===== config.mk =====
export PLATFORM = sky130hd
export DESIGN_NAME = tcw_timer8
export DESIGN_NICKNAME = d
export VERILOG_FILES = /design/src/rtl/tcw_pkg.sv /design/src/rtl/tcw_timer8.sv
export SDC_FILE = /design/constraint.sdc
export NUM_CORES = 1
export LEC_CHECK = 0
export ABC_CLOCK_PERIOD_IN_PS = 2880
export CAP_MARGIN = 20
export CORE_MARGIN = 4
export CORE_UTILIZATION = 63
export DETAILED_ROUTE_END_ITERATION = 8
export DONT_BUFFER_PORTS = 1
export PLACE_DENSITY = 0.81
export SKIP_LAST_GASP = 1
export SLEW_MARGIN = 15
export SYNTH_ARGS = -nofsm -noshare
export SYNTH_HDL_FRONTEND = slang
export SYNTH_SLANG_ARGS = --single-unit
export TNS_END_PERCENT = 5

===== constraint.sdc =====
create_clock -name i_ref_clk -period 2.88 [get_ports i_ref_clk]
set_input_delay 0.432 -clock i_ref_clk [delete_from_list [all_inputs] [get_ports i_ref_clk]]
set_output_delay 0.432 -clock i_ref_clk [all_outputs]
set_load 0.03 [all_outputs]

===== src/rtl/tcw_pkg.sv =====
// constants, register map and modes of the 8-bit timer waveform block
package tcw_pkg;
  localparam int unsigned TCW_ADDR_W = 4;
  localparam logic [3:0] TCW_A_CTRL = 4'h0;
  localparam logic [3:0] TCW_A_CLKSEL = 4'h1;
  localparam logic [3:0] TCW_A_COUNT = 4'h2;
  localparam logic [3:0] TCW_A_LEVEL_A = 4'h3;
  localparam logic [3:0] TCW_A_LEVEL_B = 4'h4;
  localparam logic [3:0] TCW_A_FLAGS = 4'h5;
  localparam logic [3:0] TCW_A_FORCE = 4'h6;
  localparam logic [3:0] TCW_A_PORT = 4'h7;
  // ctrl fields
  localparam int unsigned TCW_F_MODE_LSB = 0;
  localparam int unsigned TCW_F_ACT_B_LSB = 4;
  localparam int unsigned TCW_F_ACT_A_LSB = 6;
  // flag and strobe positions
  localparam int unsigned TCW_F_WRAP = 0;
  localparam int unsigned TCW_F_MATCH_A = 1;
  localparam int unsigned TCW_F_MATCH_B = 2;
  localparam int unsigned TCW_F_FORCE_A = 0;
  localparam int unsigned TCW_F_FORCE_B = 1;
  // port register: bit0/1 port value a/b, bit2/3 direction a/b
  localparam int unsigned TCW_F_PVAL_A = 0;
  localparam int unsigned TCW_F_PVAL_B = 1;
  localparam int unsigned TCW_F_DIR_A = 2;
  localparam int unsigned TCW_F_DIR_B = 3;
  localparam logic [7:0] TCW_BOTTOM = 8'h00;
  localparam logic [7:0] TCW_MAX = 8'hFF;
  localparam logic [7:0] TCW_RST8 = 8'h00;
  localparam logic [2:0] TCW_WM_NORMAL = 3'h0;
  localparam logic [2:0] TCW_WM_CLEAR = 3'h2;
  localparam logic [2:0] TCW_WM_FAST_MAX = 3'h3;
  localparam logic [2:0] TCW_WM_FAST_LVL = 3'h7;
  localparam logic [1:0] TCW_ACT_NONE = 2'h0;
  localparam logic [1:0] TCW_ACT_TOGGLE = 2'h1;
  localparam logic [1:0] TCW_ACT_CLEAR = 2'h2;
  localparam logic [1:0] TCW_ACT_SET = 2'h3;
  // prescaler choices by clock select 1..5
  localparam logic [2:0] TCW_CS_STOP = 3'h0;
  localparam logic [2:0] TCW_CS_DIV1 = 3'h1;
  localparam logic [2:0] TCW_CS_DIV8 = 3'h2;
  localparam logic [2:0] TCW_CS_DIV64 = 3'h3;
  localparam logic [2:0] TCW_CS_DIV256 = 3'h4;
  localparam logic [2:0] TCW_CS_DIV1024 = 3'h5;
  localparam int unsigned TCW_PRE_W = 10;
endpackage


===== src/rtl/tcw_timer8.sv =====
// 8-bit timer with normal, clear-on-match and fast pwm waveform generation
//
// Local design decisions: the register addresses and strobed register access.
module tcw_timer8
  import tcw_pkg::*;
(
  input wire logic i_ref_clk,
  input wire logic i_resetn,
  input wire logic [TCW_ADDR_W-1:0] i_addr,
  input wire logic [7:0] i_wdata,
  input wire logic i_wr,
  input wire logic i_rd,
  output logic [7:0] o_rdata,
  input wire logic i_ack_wrap,
  input wire logic i_ack_match_a,
  input wire logic i_ack_match_b,
  output logic o_wrap_flag,
  output logic o_match_flag_a,
  output logic o_match_flag_b,
  output logic o_pin_a_out,
  output logic o_pin_a_oe,
  output logic o_pin_b_out,
  output logic o_pin_b_oe
);
  // ---------------------------------------------------------------
  // registers
  // ---------------------------------------------------------------
  logic [7:0] ctrl_r;
  logic [2:0] clock_select_r;
  logic [7:0] count_value_r;
  logic [7:0] level_a_r, level_b_r;
  logic [7:0] buf_a_r, buf_b_r;
  logic [3:0] port_r;
  logic wrap_flag_r, match_flag_a_r, match_flag_b_r;
  logic compare_output_a_r, compare_output_b_r;
  logic block_r;
  logic [7:0] rdata_r;
  logic [TCW_PRE_W-1:0] pre_r;

  logic [2:0] wave_mode_select;
  logic [1:0] output_action_a, output_action_b;
  logic fast_pwm, wave_mode_bit2, tick, at_top, top_to_bottom;
  logic match_a, match_b, cnt_wr, force_a, force_b;
  logic [7:0] top_val;

  assign wave_mode_select = ctrl_r[TCW_F_MODE_LSB +: 3];
  assign output_action_a = ctrl_r[TCW_F_ACT_A_LSB +: 2];
  assign output_action_b = ctrl_r[TCW_F_ACT_B_LSB +: 2];
  assign wave_mode_bit2 = wave_mode_select[2];
  assign fast_pwm = (wave_mode_select == TCW_WM_FAST_MAX) ||
                    (wave_mode_select == TCW_WM_FAST_LVL);
  assign cnt_wr = i_wr && (i_addr == TCW_A_COUNT);

  // ---------------------------------------------------------------
  // prescaler
  // ---------------------------------------------------------------
  always_ff @(posedge i_ref_clk or negedge i_resetn) begin
    if (!i_resetn) begin
      pre_r <= '0;
    end else begin
      pre_r <= pre_r + 1'b1;
    end
  end

  // one-cycle tick per prescaled period; select 0 gives none
  always_comb begin
    case (clock_select_r)
      TCW_CS_DIV1: tick = 1'b1;
      TCW_CS_DIV8: tick = (pre_r[2:0] == '1);
      TCW_CS_DIV64: tick = (pre_r[5:0] == '1);
      TCW_CS_DIV256: tick = (pre_r[7:0] == '1);
      TCW_CS_DIV1024: tick = (pre_r == '1);
      default: tick = 1'b0;
    endcase
  end

  // ---------------------------------------------------------------
  // counter
  // ---------------------------------------------------------------
  always_comb begin
    if (wave_mode_select == TCW_WM_FAST_MAX || wave_mode_select == TCW_WM_NORMAL) begin
      top_val = TCW_MAX;
    end else begin
      top_val = level_a_r;
    end
  end
  assign at_top = (count_value_r == top_val);
  // compare with active levels, blocked on the tick after a count write
  assign match_a = (count_value_r == level_a_r) && !block_r;
  assign match_b = (count_value_r == level_b_r) && !block_r;
  assign top_to_bottom = tick && fast_pwm && at_top && !cnt_wr;

  always_ff @(posedge i_ref_clk or negedge i_resetn) begin
    if (!i_resetn) begin
      count_value_r <= TCW_RST8;
    end else if (cnt_wr) begin
      count_value_r <= i_wdata;
    end else if (tick) begin
      case (wave_mode_select)
        TCW_WM_CLEAR: begin
          // immediate level; a low level lets the count run to wrap
          if (match_a) count_value_r <= TCW_BOTTOM;
          else count_value_r <= count_value_r + 8'h01;
        end
        TCW_WM_FAST_MAX, TCW_WM_FAST_LVL: begin
          if (at_top) count_value_r <= TCW_BOTTOM;
          else count_value_r <= count_value_r + 8'h01;
        end
        default: count_value_r <= count_value_r + 8'h01;
      endcase
    end
  end

  // a count write blocks matches until the next tick has passed
  always_ff @(posedge i_ref_clk or negedge i_resetn) begin
    if (!i_resetn) begin
      block_r <= 1'b0;
    end else if (cnt_wr) begin
      block_r <= 1'b1;
    end else if (tick) begin
      block_r <= 1'b0;
    end
  end

  // ---------------------------------------------------------------
  // compare levels
  // ---------------------------------------------------------------
  always_ff @(posedge i_ref_clk or negedge i_resetn) begin
    if (!i_resetn) begin
      buf_a_r <= TCW_RST8;
      buf_b_r <= TCW_RST8;
      level_a_r <= TCW_RST8;
      level_b_r <= TCW_RST8;
    end else begin
      if (i_wr && i_addr == TCW_A_LEVEL_A) buf_a_r <= i_wdata;
      if (i_wr && i_addr == TCW_A_LEVEL_B) buf_b_r <= i_wdata;
      if (!fast_pwm) begin
        // active level takes the written value so direct mode sees it at once
        if (i_wr && i_addr == TCW_A_LEVEL_A) level_a_r <= i_wdata;
        if (i_wr && i_addr == TCW_A_LEVEL_B) level_b_r <= i_wdata;
      end else if (top_to_bottom) begin
        level_a_r <= buf_a_r;
        level_b_r <= buf_b_r;
      end
    end
  end

  // ---------------------------------------------------------------
  // flags: hardware set wins over the clear in the same cycle
  // ---------------------------------------------------------------
  logic set_wrap, set_ma, set_mb, clr_w;
  assign clr_w = i_wr && (i_addr == TCW_A_FLAGS);
  // wrap: normal/clear modes on max to zero, fast pwm on top to bottom
  assign set_wrap = tick && !cnt_wr && (fast_pwm ? at_top :
                    (count_value_r == TCW_MAX) && !(wave_mode_select == TCW_WM_CLEAR
                    && match_a));
  // set on the same tick in which the match is seen
  assign set_ma = tick && match_a;
  assign set_mb = tick && match_b;

  always_ff @(posedge i_ref_clk or negedge i_resetn) begin
    if (!i_resetn) begin
      wrap_flag_r <= 1'b0;
    end else if (set_wrap) begin
      wrap_flag_r <= 1'b1;
    end else if (i_ack_wrap || (clr_w && i_wdata[TCW_F_WRAP])) begin
      wrap_flag_r <= 1'b0;
    end
  end

  always_ff @(posedge i_ref_clk or negedge i_resetn) begin
    if (!i_resetn) begin
      match_flag_a_r <= 1'b0;
    end else if (set_ma) begin
      match_flag_a_r <= 1'b1;
    end else if (i_ack_match_a || (clr_w && i_wdata[TCW_F_MATCH_A])) begin
      match_flag_a_r <= 1'b0;
    end
  end

  always_ff @(posedge i_ref_clk or negedge i_resetn) begin
    if (!i_resetn) begin
      match_flag_b_r <= 1'b0;
    end else if (set_mb) begin
      match_flag_b_r <= 1'b1;
    end else if (i_ack_match_b || (clr_w && i_wdata[TCW_F_MATCH_B])) begin
      match_flag_b_r <= 1'b0;
    end
  end

  // ---------------------------------------------------------------
  // waveform output state
  // ---------------------------------------------------------------
  assign force_a = i_wr && (i_addr == TCW_A_FORCE) && i_wdata[TCW_F_FORCE_A] && !fast_pwm;
  assign force_b = i_wr && (i_addr == TCW_A_FORCE) && i_wdata[TCW_F_FORCE_B] && !fast_pwm;

  // next output state for one channel; the action field is read live
  function automatic logic wave_next(input logic cur, input logic [1:0] act,
                                     input logic fast, input logic hit,
                                     input logic wrapb, input logic tog_ok,
                                     input logic frc);
    logic r;
    r = cur;
    if (!fast) begin
      if (hit || frc) begin
        case (act)
          TCW_ACT_TOGGLE: r = ~cur;
          TCW_ACT_CLEAR: r = 1'b0;
          TCW_ACT_SET: r = 1'b1;
          default: r = cur;
        endcase
      end
    end else begin
      case (act)
        TCW_ACT_TOGGLE: r = (hit && tog_ok) ? ~cur : cur;
        // bottom edge wins, so a level of max holds the output constant
        TCW_ACT_CLEAR: r = wrapb ? 1'b1 : (hit ? 1'b0 : cur);
        TCW_ACT_SET: r = wrapb ? 1'b0 : (hit ? 1'b1 : cur);
        default: r = cur;
      endcase
    end
    return r;
  endfunction

  always_ff @(posedge i_ref_clk or negedge i_resetn) begin
    if (!i_resetn) begin
      compare_output_a_r <= 1'b0;
      compare_output_b_r <= 1'b0;
    end else begin
      compare_output_a_r <= wave_next(compare_output_a_r, output_action_a, fast_pwm,
                                      tick && match_a, top_to_bottom, wave_mode_bit2, force_a);
      compare_output_b_r <= wave_next(compare_output_b_r, output_action_b, fast_pwm,
                                      tick && match_b, top_to_bottom, 1'b0, force_b);
    end
  end

  // ---------------------------------------------------------------
  // software registers
  // ---------------------------------------------------------------
  always_ff @(posedge i_ref_clk or negedge i_resetn) begin
    if (!i_resetn) begin
      ctrl_r <= TCW_RST8;
      clock_select_r <= TCW_CS_STOP;
      port_r <= '0;
    end else if (i_wr) begin
      case (i_addr)
        TCW_A_CTRL: ctrl_r <= i_wdata;
        TCW_A_CLKSEL: clock_select_r <= i_wdata[2:0];
        TCW_A_PORT: port_r <= i_wdata[3:0];
        default: ;
      endcase
    end
  end

  always_ff @(posedge i_ref_clk or negedge i_resetn) begin
    if (!i_resetn) begin
      rdata_r <= TCW_RST8;
    end else if (i_rd) begin
      case (i_addr)
        TCW_A_CTRL: rdata_r <= ctrl_r;
        TCW_A_CLKSEL: rdata_r <= {5'h00, clock_select_r};
        TCW_A_COUNT: rdata_r <= count_value_r;
        TCW_A_LEVEL_A: rdata_r <= buf_a_r;
        TCW_A_LEVEL_B: rdata_r <= buf_b_r;
        TCW_A_FLAGS: rdata_r <= {5'h00, match_flag_b_r, match_flag_a_r, wrap_flag_r};
        TCW_A_PORT: rdata_r <= {2'h0, compare_output_b_r, compare_output_a_r, port_r};
        default: rdata_r <= 8'h00;
      endcase
    end else begin
      rdata_r <= 8'h00;
    end
  end

  // ---------------------------------------------------------------
  // pin takeover
  // ---------------------------------------------------------------
  always_comb begin
    o_pin_a_out = (output_action_a != TCW_ACT_NONE) ? compare_output_a_r
                                                    : port_r[TCW_F_PVAL_A];
    o_pin_b_out = (output_action_b != TCW_ACT_NONE) ? compare_output_b_r
                                                    : port_r[TCW_F_PVAL_B];
  end
  assign o_pin_a_oe = port_r[TCW_F_DIR_A];
  assign o_pin_b_oe = port_r[TCW_F_DIR_B];
  assign o_rdata = rdata_r;
  assign o_wrap_flag = wrap_flag_r;
  assign o_match_flag_a = match_flag_a_r;
  assign o_match_flag_b = match_flag_b_r;

  // ---------------------------------------------------------------
  // assertions
  // ---------------------------------------------------------------
  property p_reset_out;
    @(posedge i_ref_clk) $rose(i_resetn) |-> !compare_output_a_r && !compare_output_b_r;
  endproperty
  a_reset_out: assert property (p_reset_out) else $error("output state not cleared");

  property p_takeover;
    @(posedge i_ref_clk) disable iff (!i_resetn)
      (output_action_a != TCW_ACT_NONE) |-> o_pin_a_out == compare_output_a_r;
  endproperty
  a_takeover: assert property (p_takeover) else $error("pin a not taken over");

  property p_oe_dir;
    @(posedge i_ref_clk) disable iff (!i_resetn) o_pin_b_oe == port_r[TCW_F_DIR_B];
  endproperty
  a_oe_dir: assert property (p_oe_dir) else $error("pin b enable wrong");

  property p_hold_none;
    @(posedge i_ref_clk) disable iff (!i_resetn)
      (output_action_a == TCW_ACT_NONE) |=> $stable(compare_output_a_r);
  endproperty
  a_hold_none: assert property (p_hold_none) else $error("output a moved");

  property p_normal_wrap;
    @(posedge i_ref_clk) disable iff (!i_resetn)
      (wave_mode_select == TCW_WM_NORMAL && tick && !cnt_wr && count_value_r == TCW_MAX)
      |=> count_value_r == TCW_BOTTOM && wrap_flag_r;
  endproperty
  a_normal_wrap: assert property (p_normal_wrap) else $error("normal wrap wrong");

  property p_ctc_clear;
    @(posedge i_ref_clk) disable iff (!i_resetn)
      (wave_mode_select == TCW_WM_CLEAR && tick && !cnt_wr && match_a)
      |=> count_value_r == TCW_BOTTOM && match_flag_a_r;
  endproperty
  a_ctc_clear: assert property (p_ctc_clear) else $error("clear on match wrong");

  property p_cnt_wr;
    @(posedge i_ref_clk) disable iff (!i_resetn)
      cnt_wr |=> count_value_r == $past(i_wdata) && block_r;
  endproperty
  a_cnt_wr: assert property (p_cnt_wr) else $error("count write lost");

  property p_blocked;
    @(posedge i_ref_clk) disable iff (!i_resetn)
      (block_r && !cnt_wr && !set_wrap && !i_ack_match_a && !clr_w) |=> $stable(match_flag_a_r);
  endproperty
  a_blocked: assert property (p_blocked) else $error("match during block");

  property p_pwm_bottom;
    @(posedge i_ref_clk) disable iff (!i_resetn)
      (top_to_bottom && output_action_a == TCW_ACT_CLEAR) |=> compare_output_a_r
      && count_value_r == TCW_BOTTOM && level_a_r == $past(buf_a_r);
  endproperty
  a_pwm_bottom: assert property (p_pwm_bottom) else $error("pwm bottom wrong");

  c_ctc: cover property (@(posedge i_ref_clk) wave_mode_select == TCW_WM_CLEAR && set_ma);
  c_pwm: cover property (@(posedge i_ref_clk) top_to_bottom);
  c_force: cover property (@(posedge i_ref_clk) force_a);
endmodule // tcw_timer8


# ---- Word level (Yosys, flattened, before mapping)
# Cells that the tools add are included.
dict set report totals {
  register_bits 79
  out_inout_bits 15
  in_bits 19
  wordCells 156
}
dict set report classes {
  n_reduce_logical 57
  bitwise 2
  eq_ne 36
  n_mux 43
  n_addsub 2
}
# op count
set ops {}
lappend ops {{8-bit two-way mux} 12}
lappend ops {{8-bit one-hot mux with 7 select lines} 1}
lappend ops {{8-bit equality test} 3}
lappend ops {{1-bit logical AND} 24}
lappend ops {{1-bit two-way mux} 24}
lappend ops {{2-bit nonzero test} 10}
lappend ops {{4-bit by 3-bit equality test with 1-bit output (second input constant)} 4}
lappend ops {{8-bit equality test (second input constant)} 2}
lappend ops {{4-bit inequality test (second input constant)} 4}
lappend ops {{8-bit one-hot mux with 2 select lines} 1}
lappend ops {{3-bit by 2-bit equality test with 1-bit output (second input constant)} 4}
lappend ops {{3-bit equality test (second input constant)} 4}
lappend ops {{10-bit by 1-bit adder with 10-bit output (second input constant)} 1}
lappend ops {{10-bit equality test (second input constant)} 1}
lappend ops {{2-bit AND reduction} 5}
lappend ops {{5-bit AND reduction} 2}
lappend ops {{1-bit one-hot mux with 3 select lines} 3}
lappend ops {{8-bit by 1-bit adder with 8-bit output (second input constant)} 1}
lappend ops {{2-bit equality test (second input constant)} 4}
lappend ops {{4-bit by 2-bit equality test with 1-bit output (second input constant)} 2}
lappend ops {{1-bit logical OR} 7}
lappend ops {{6-bit equality test (second input constant)} 1}
lappend ops {{3-bit nonzero test} 2}
lappend ops {{1-bit one-hot mux with 5 select lines} 1}
lappend ops {{12 further kinds} 17}

# ---- Depth between registers and ports, before layout
dict set report logic_depth {
  depth_word 9
  depth_mapped 10
}

# ---- Least setup slack after synthesis
# Ideal clock, no wire load.
dict set report synth_path {
  kind {reg-to-reg}
  from {reg pre_r[0]}
  to {reg compare_output_a_r}
  stages_incl_launch_ff 10
  path_buffers 0
  t_required_ns 2.756
  slack_ns 0.429
  setup_time_ns 0.124
  t_arrival_ns 2.327
  cell_sequence {dfrtp_1 ha_1 ha_1 nor4bb_1 a211oi_1 o22a_1 or4_4 a21oi_4 o21ai_1 a211o_1}
}
dict set report synth_via {
  elab_chain_cells 8
  word_cells_on_any_way 20
}
# item line
set synth_lines {}
lappend synth_lines {{start, declared} tcw_timer8.sv:38} ;# logic [TCW_PRE_W-1:0] pre_r;
lappend synth_lines {{start signal, assigned} tcw_timer8.sv:61} ;# pre_r <= pre_r + 1'b1;
lappend synth_lines {{10-bit equality test, or another cell as far along} tcw_timer8.sv:72} ;# TCW_CS_DIV1024: tick = (pre_r == '1);
lappend synth_lines {{1-bit one-hot mux with 5 select lines *} tcw_timer8.sv:67} ;# case (clock_select_r)
lappend synth_lines {{1-bit logical AND (3 in a row)} tcw_timer8.sv:91} ;# assign top_to_bottom = tick && fast_pwm && at_top && !cnt_wr;
lappend synth_lines {{1-bit two-way mux (on tied branches)} {tcw_timer8.sv:218, tcw_timer8.sv:217}}
lappend synth_lines {{1-bit one-hot mux with 3 select lines} tcw_timer8.sv:214} ;# case (act)
lappend synth_lines {{1-bit two-way mux} tcw_timer8.sv:204} ;# if (!fast) begin
lappend synth_lines {{end signal, assigned} tcw_timer8.sv:230} ;# compare_output_a_r <= wave_next(compare_output_a_r, output_action_a, fast_pwm,
lappend synth_lines {{end, declared} tcw_timer8.sv:35} ;# logic compare_output_a_r, compare_output_b_r;
# Every way passes the cells marked *; elsewhere a longest branch is shown, timed or not.
# A chain may end at the register's enable or synchronous reset.

# ---- Final worst setup path
dict set report layout_path {
  from {reg pre_r[0]}
  to {reg compare_output_b_r}
}
dict set report layout_via {
  elab_chain_cells 8
  word_cells_on_any_way 18
}
# item line
set layout_lines {}
lappend layout_lines {{10-bit equality test, or another cell as far along} tcw_timer8.sv:72}
lappend layout_lines {{1-bit one-hot mux with 5 select lines *} tcw_timer8.sv:67}
lappend layout_lines {{1-bit logical AND (3 in a row)} tcw_timer8.sv:91}
lappend layout_lines {{1-bit two-way mux (on tied branches)} {tcw_timer8.sv:218, tcw_timer8.sv:217}}
lappend layout_lines {{1-bit one-hot mux with 2 select lines} tcw_timer8.sv:214}
lappend layout_lines {{1-bit two-way mux} tcw_timer8.sv:204}
lappend layout_lines {{end signal, assigned} tcw_timer8.sv:232} ;# compare_output_b_r <= wave_next(compare_output_b_r, output_action_b, fast_pwm,
lappend layout_lines {{end, declared} tcw_timer8.sv:35}
# Marks and branches as above.

==> impl_metrics.yaml <==
clock_network:
  postCtsSetupBuffers: 0
  cts_tree: "built"
  htree_num_levels: 3
  path_clk_slew_ps: 90
  cts_buffers: 9
  cts_buffer_depth: 2
  clock-sinks: 79
  clock_latency_ps: 350
  cts-root-buf: "clkbuf_8"
grt:
  antenna_found_initial: 0
  grt_pass1_wl_um: 17170
  grt_max_degree: 80
  grt_pass1_vias: 3326
  grt_overflow: 0
  grt_usage: 0.2968
sta:
  slew_headroom: 0.4547
  period_minus_slack_ps: 2683
  hold_viol_final: 0
  setup-tns-final_ps: 0
  fin_crit_sh: 0.9316
  fmax_ghz: 0.3727
  slew_viol_final: 0
  worst_pin_slew_ps: 818.0
  setup_viol: 0
  hold_slack_ps: 221.3
  rsz0062_at_grt: "yes"
  finalClockSkew_ps: 9.383
yosys:
  synth-main-ff-cell: "dfrtp_1"
  synth_warnings: 0
  synth.avg_cell_area_sq_um: 10.20
  synthCells: 401
  syn_nets: 423
  async_flop_share: 1.000
  yosysTopAreaCell: "dfrtp_1"
  synth_edf_count: 0
  synth_seq_area_share: 0.4832
  synth-seq-cells: 79
  synth_most_common_cell: "dfrtp_1"
  synth_area_leaders: "dfrtp_1 48%, mux2_2 9.4%, a21oi_1 5.1%"
  syn_area_sq_mm: 0.004091
  synth_common_cells: "79 x dfrtp_1, 42 x a21oi_1, 34 x mux2_2, 34 x nor2_1, 27 x nand2_1"
  synthDistinctLibCells: 55
  synth_top_area_frac: 0.4832
floorplan:
  rows: 29
  io_pins: 34
  die_h_um: 88.59
  core-area_sq_mm: 0.006314
  start_util: 0.6480
  dieWidth_um: 88.59
  fp.dieArea_sq_mm: 0.007847
run_status:
  outcome: "completed"
drt:
  drt_iter0_drc: 343
  num_vias: 3306
  firstDrtPassIters: 5
  wirelength_um: 10450
  ant_nets: 0
  drc: 0
  wire_per_inst_um: 21.28
  viasPerCell: 6.733
cells_and_area:
  syn_to_final_growth_pct: 8.838
  postLayoutCellArea_sq_mm: 0.004453
  fin_nets: 431
  diodes: 0
  drive_gt1_frac: 0.1763
worst_setup_path:
  crit_arrival_ps: 2960
  critPathCaptureType: "flip-flop"
  required_ps: 3150
  worstPathMaxFanout: 6
  criticalPathCategory: "reg2reg"
  startpoint_type: "flip-flop"
pwr:
  leakagePower_nw: 1.885
  p_sw_mw: 1.156
  p_clk_frac: 0.263
  swShare: 0.3404
  cellInternalPower_mw: 2.240
  pwr-share-seq: 0.472
  power.density_mw_per_mm2: 762.6
  vdd_ir_drop_max_uv: 465.2
  power_frac_comb: 0.265
run:
  cap_violations: 0
placement:
  numPortBuffers: 0
  post-dp-hpwl_um: 7337
  placed_cell_area_sq_mm: 0.004197
  place_congestion: 0.9447
worst_hold_path:
  hold_path_class: "in2reg"
[worst max-delay path, cell delays in order, from the launching register on]
cell and delay, ps:
dfrtp_1 400, ha_1 240, ha_1 200, and3b_1 160, a311oi_1 420, o22a_1 290
buf_4 190, a2bb2oi_1 310, or3_1 150, a31oi_1 90, a21oi_1 140
[power groups by stage]
stage,sequential [mW],combinational [mW],clock [mW]
global route,1.64,0.980,0.953
global placement,1.61,0.821,0
detailed placement,1.62,0.844,0
CTS,1.60,0.883,0.897
finish,1.60,0.899,0.894
floorplan,1.53,0.681,0
[state kept, by name (all words and copies together) (netlist names)]
name,flops
block_r,1
buf_a_r,8
buf_b_r,8
clock_select_r,3
compare_output_a_r,1
compare_output_b_r,1
count_value_r,8
ctrl_r,8
level_a_r,8
level_b_r,8
o_match_flag_a,1
o_match_flag_b,1
o_rdata,8
o_wrap_flag,1
port_r,4
pre_r,10
[kinds of logic (layout without fill, tap and decap cells)]
kind of cell             after synthesis  count (layout)  share of synthesized area
AND/OR/NAND/NOR                      128             128                     0.1630
AO/OA/AOI/OAI                        104             104                     0.1651
flip-flops                            79              79                     0.4832
multiplexers                          36              36                    0.09847
buffers and inverters                 28              41                    0.03180
XOR/XNOR                              23              23                    0.04924
adder cells (fa/ha/maj)                3               3                   0.009175
[path summary, 6_finish.rpt]
| kind | from | endpoint | slack [ps] | depth (start not counted) |
|---|---|---|---|---|
| hold / removal | i_wdata[7] | buf_b_r[7]$_DFFE_PN0P_ | 220 | 1 |
| setup / recovery | pre_r[0]$_DFF_PN0_ | compare_output_b_r$_DFFE_PN0P_ | 200 | 10 |
| hold reg to reg | pre_r[0]$_DFF_PN0_ | pre_r[0]$_DFF_PN0_ | 460 | 1 |
| max in group asynchronous | i_resetn | block_r$_DFFE_PN0P_ | 1920 | 2 |
| setup reg to reg | pre_r[0]$_DFF_PN0_ | compare_output_b_r$_DFFE_PN0P_ | 200 | 10 |
| min in group asynchronous | i_resetn | port_r[1]$_DFFE_PN0P_ | 600 | 2 |
[repair_timing]
action,4_1_cts,5_1_grt
endpoints found under the hold margin,79,0
hold buffers,2,0
endpoints found under the setup margin,0,2
gates resized for setup,0,1
[final cells by class]
type | instances | area, sq um
multi-input combinational | 294 | 1991
sequential | 79 | 1977
fill | 470 | 1861
timing repair buffer | 16 | 142.6
clock buffer | 10 | 127.6
tap | 77 | 96.34
clock inverter | 6 | 85.08
inverter | 9 | 33.78
[per-stage QoR]
stage	std cells	util	setup slack (ps)	power (mW)
floorplan	401	-	429.2	2.209
global placement	473	0.6647	374.7	2.428
detailed placement	473	0.6647	275.4	2.462
CTS	491	0.7043	256.4	3.377
global route	491	0.7053	6.228	3.569
finish	491	0.7053	197.0	3.396
[layer usage]
layer  routed length [um]  track usage  up-vias
met5                    0            0        -
met4                  473       0.1635        0
met3                  997      0.06238       43
met2                 4718       0.4432      188
met1                 4259       0.4056     1609
li1                     -            -     1466
[placed cells by master, fill, tap and decap left out, drive strengths merged, types with 2 or more instances in the layout]
master | netlist | layout
ha | 3 | 3
mux2 | 34 | 34
a2111o | 2 | 2
a21oi | 43 | 43
nor3 | 6 | 6
a21o | 2 | 2
and3 | 3 | 3
nor2b | 7 | 7
nor2 | 34 | 34
buf | 8 | 15
nand2 | 27 | 27
a222oi | 2 | 2
bufinv | 0 | 2
o2111a | 2 | 2
o21ai | 14 | 14
and4 | 2 | 2
inv | 9 | 9
xor2 | 14 | 14
nand4 | 4 | 4
a31oi | 7 | 7
mux2i | 2 | 2
nand3 | 12 | 12
xnor2 | 9 | 9
clkinv | 0 | 2
clkbuf | 11 | 10
or3 | 4 | 4
dfrtp | 79 | 79
and2 | 12 | 12
a22oi | 17 | 17
nand2b | 5 | 5
nor4 | 3 | 3
a2111oi | 2 | 2
nand3b | 4 | 4
clkinvlp | 0 | 2
o22ai | 4 | 4
Power figures use the tool's default switching activity.
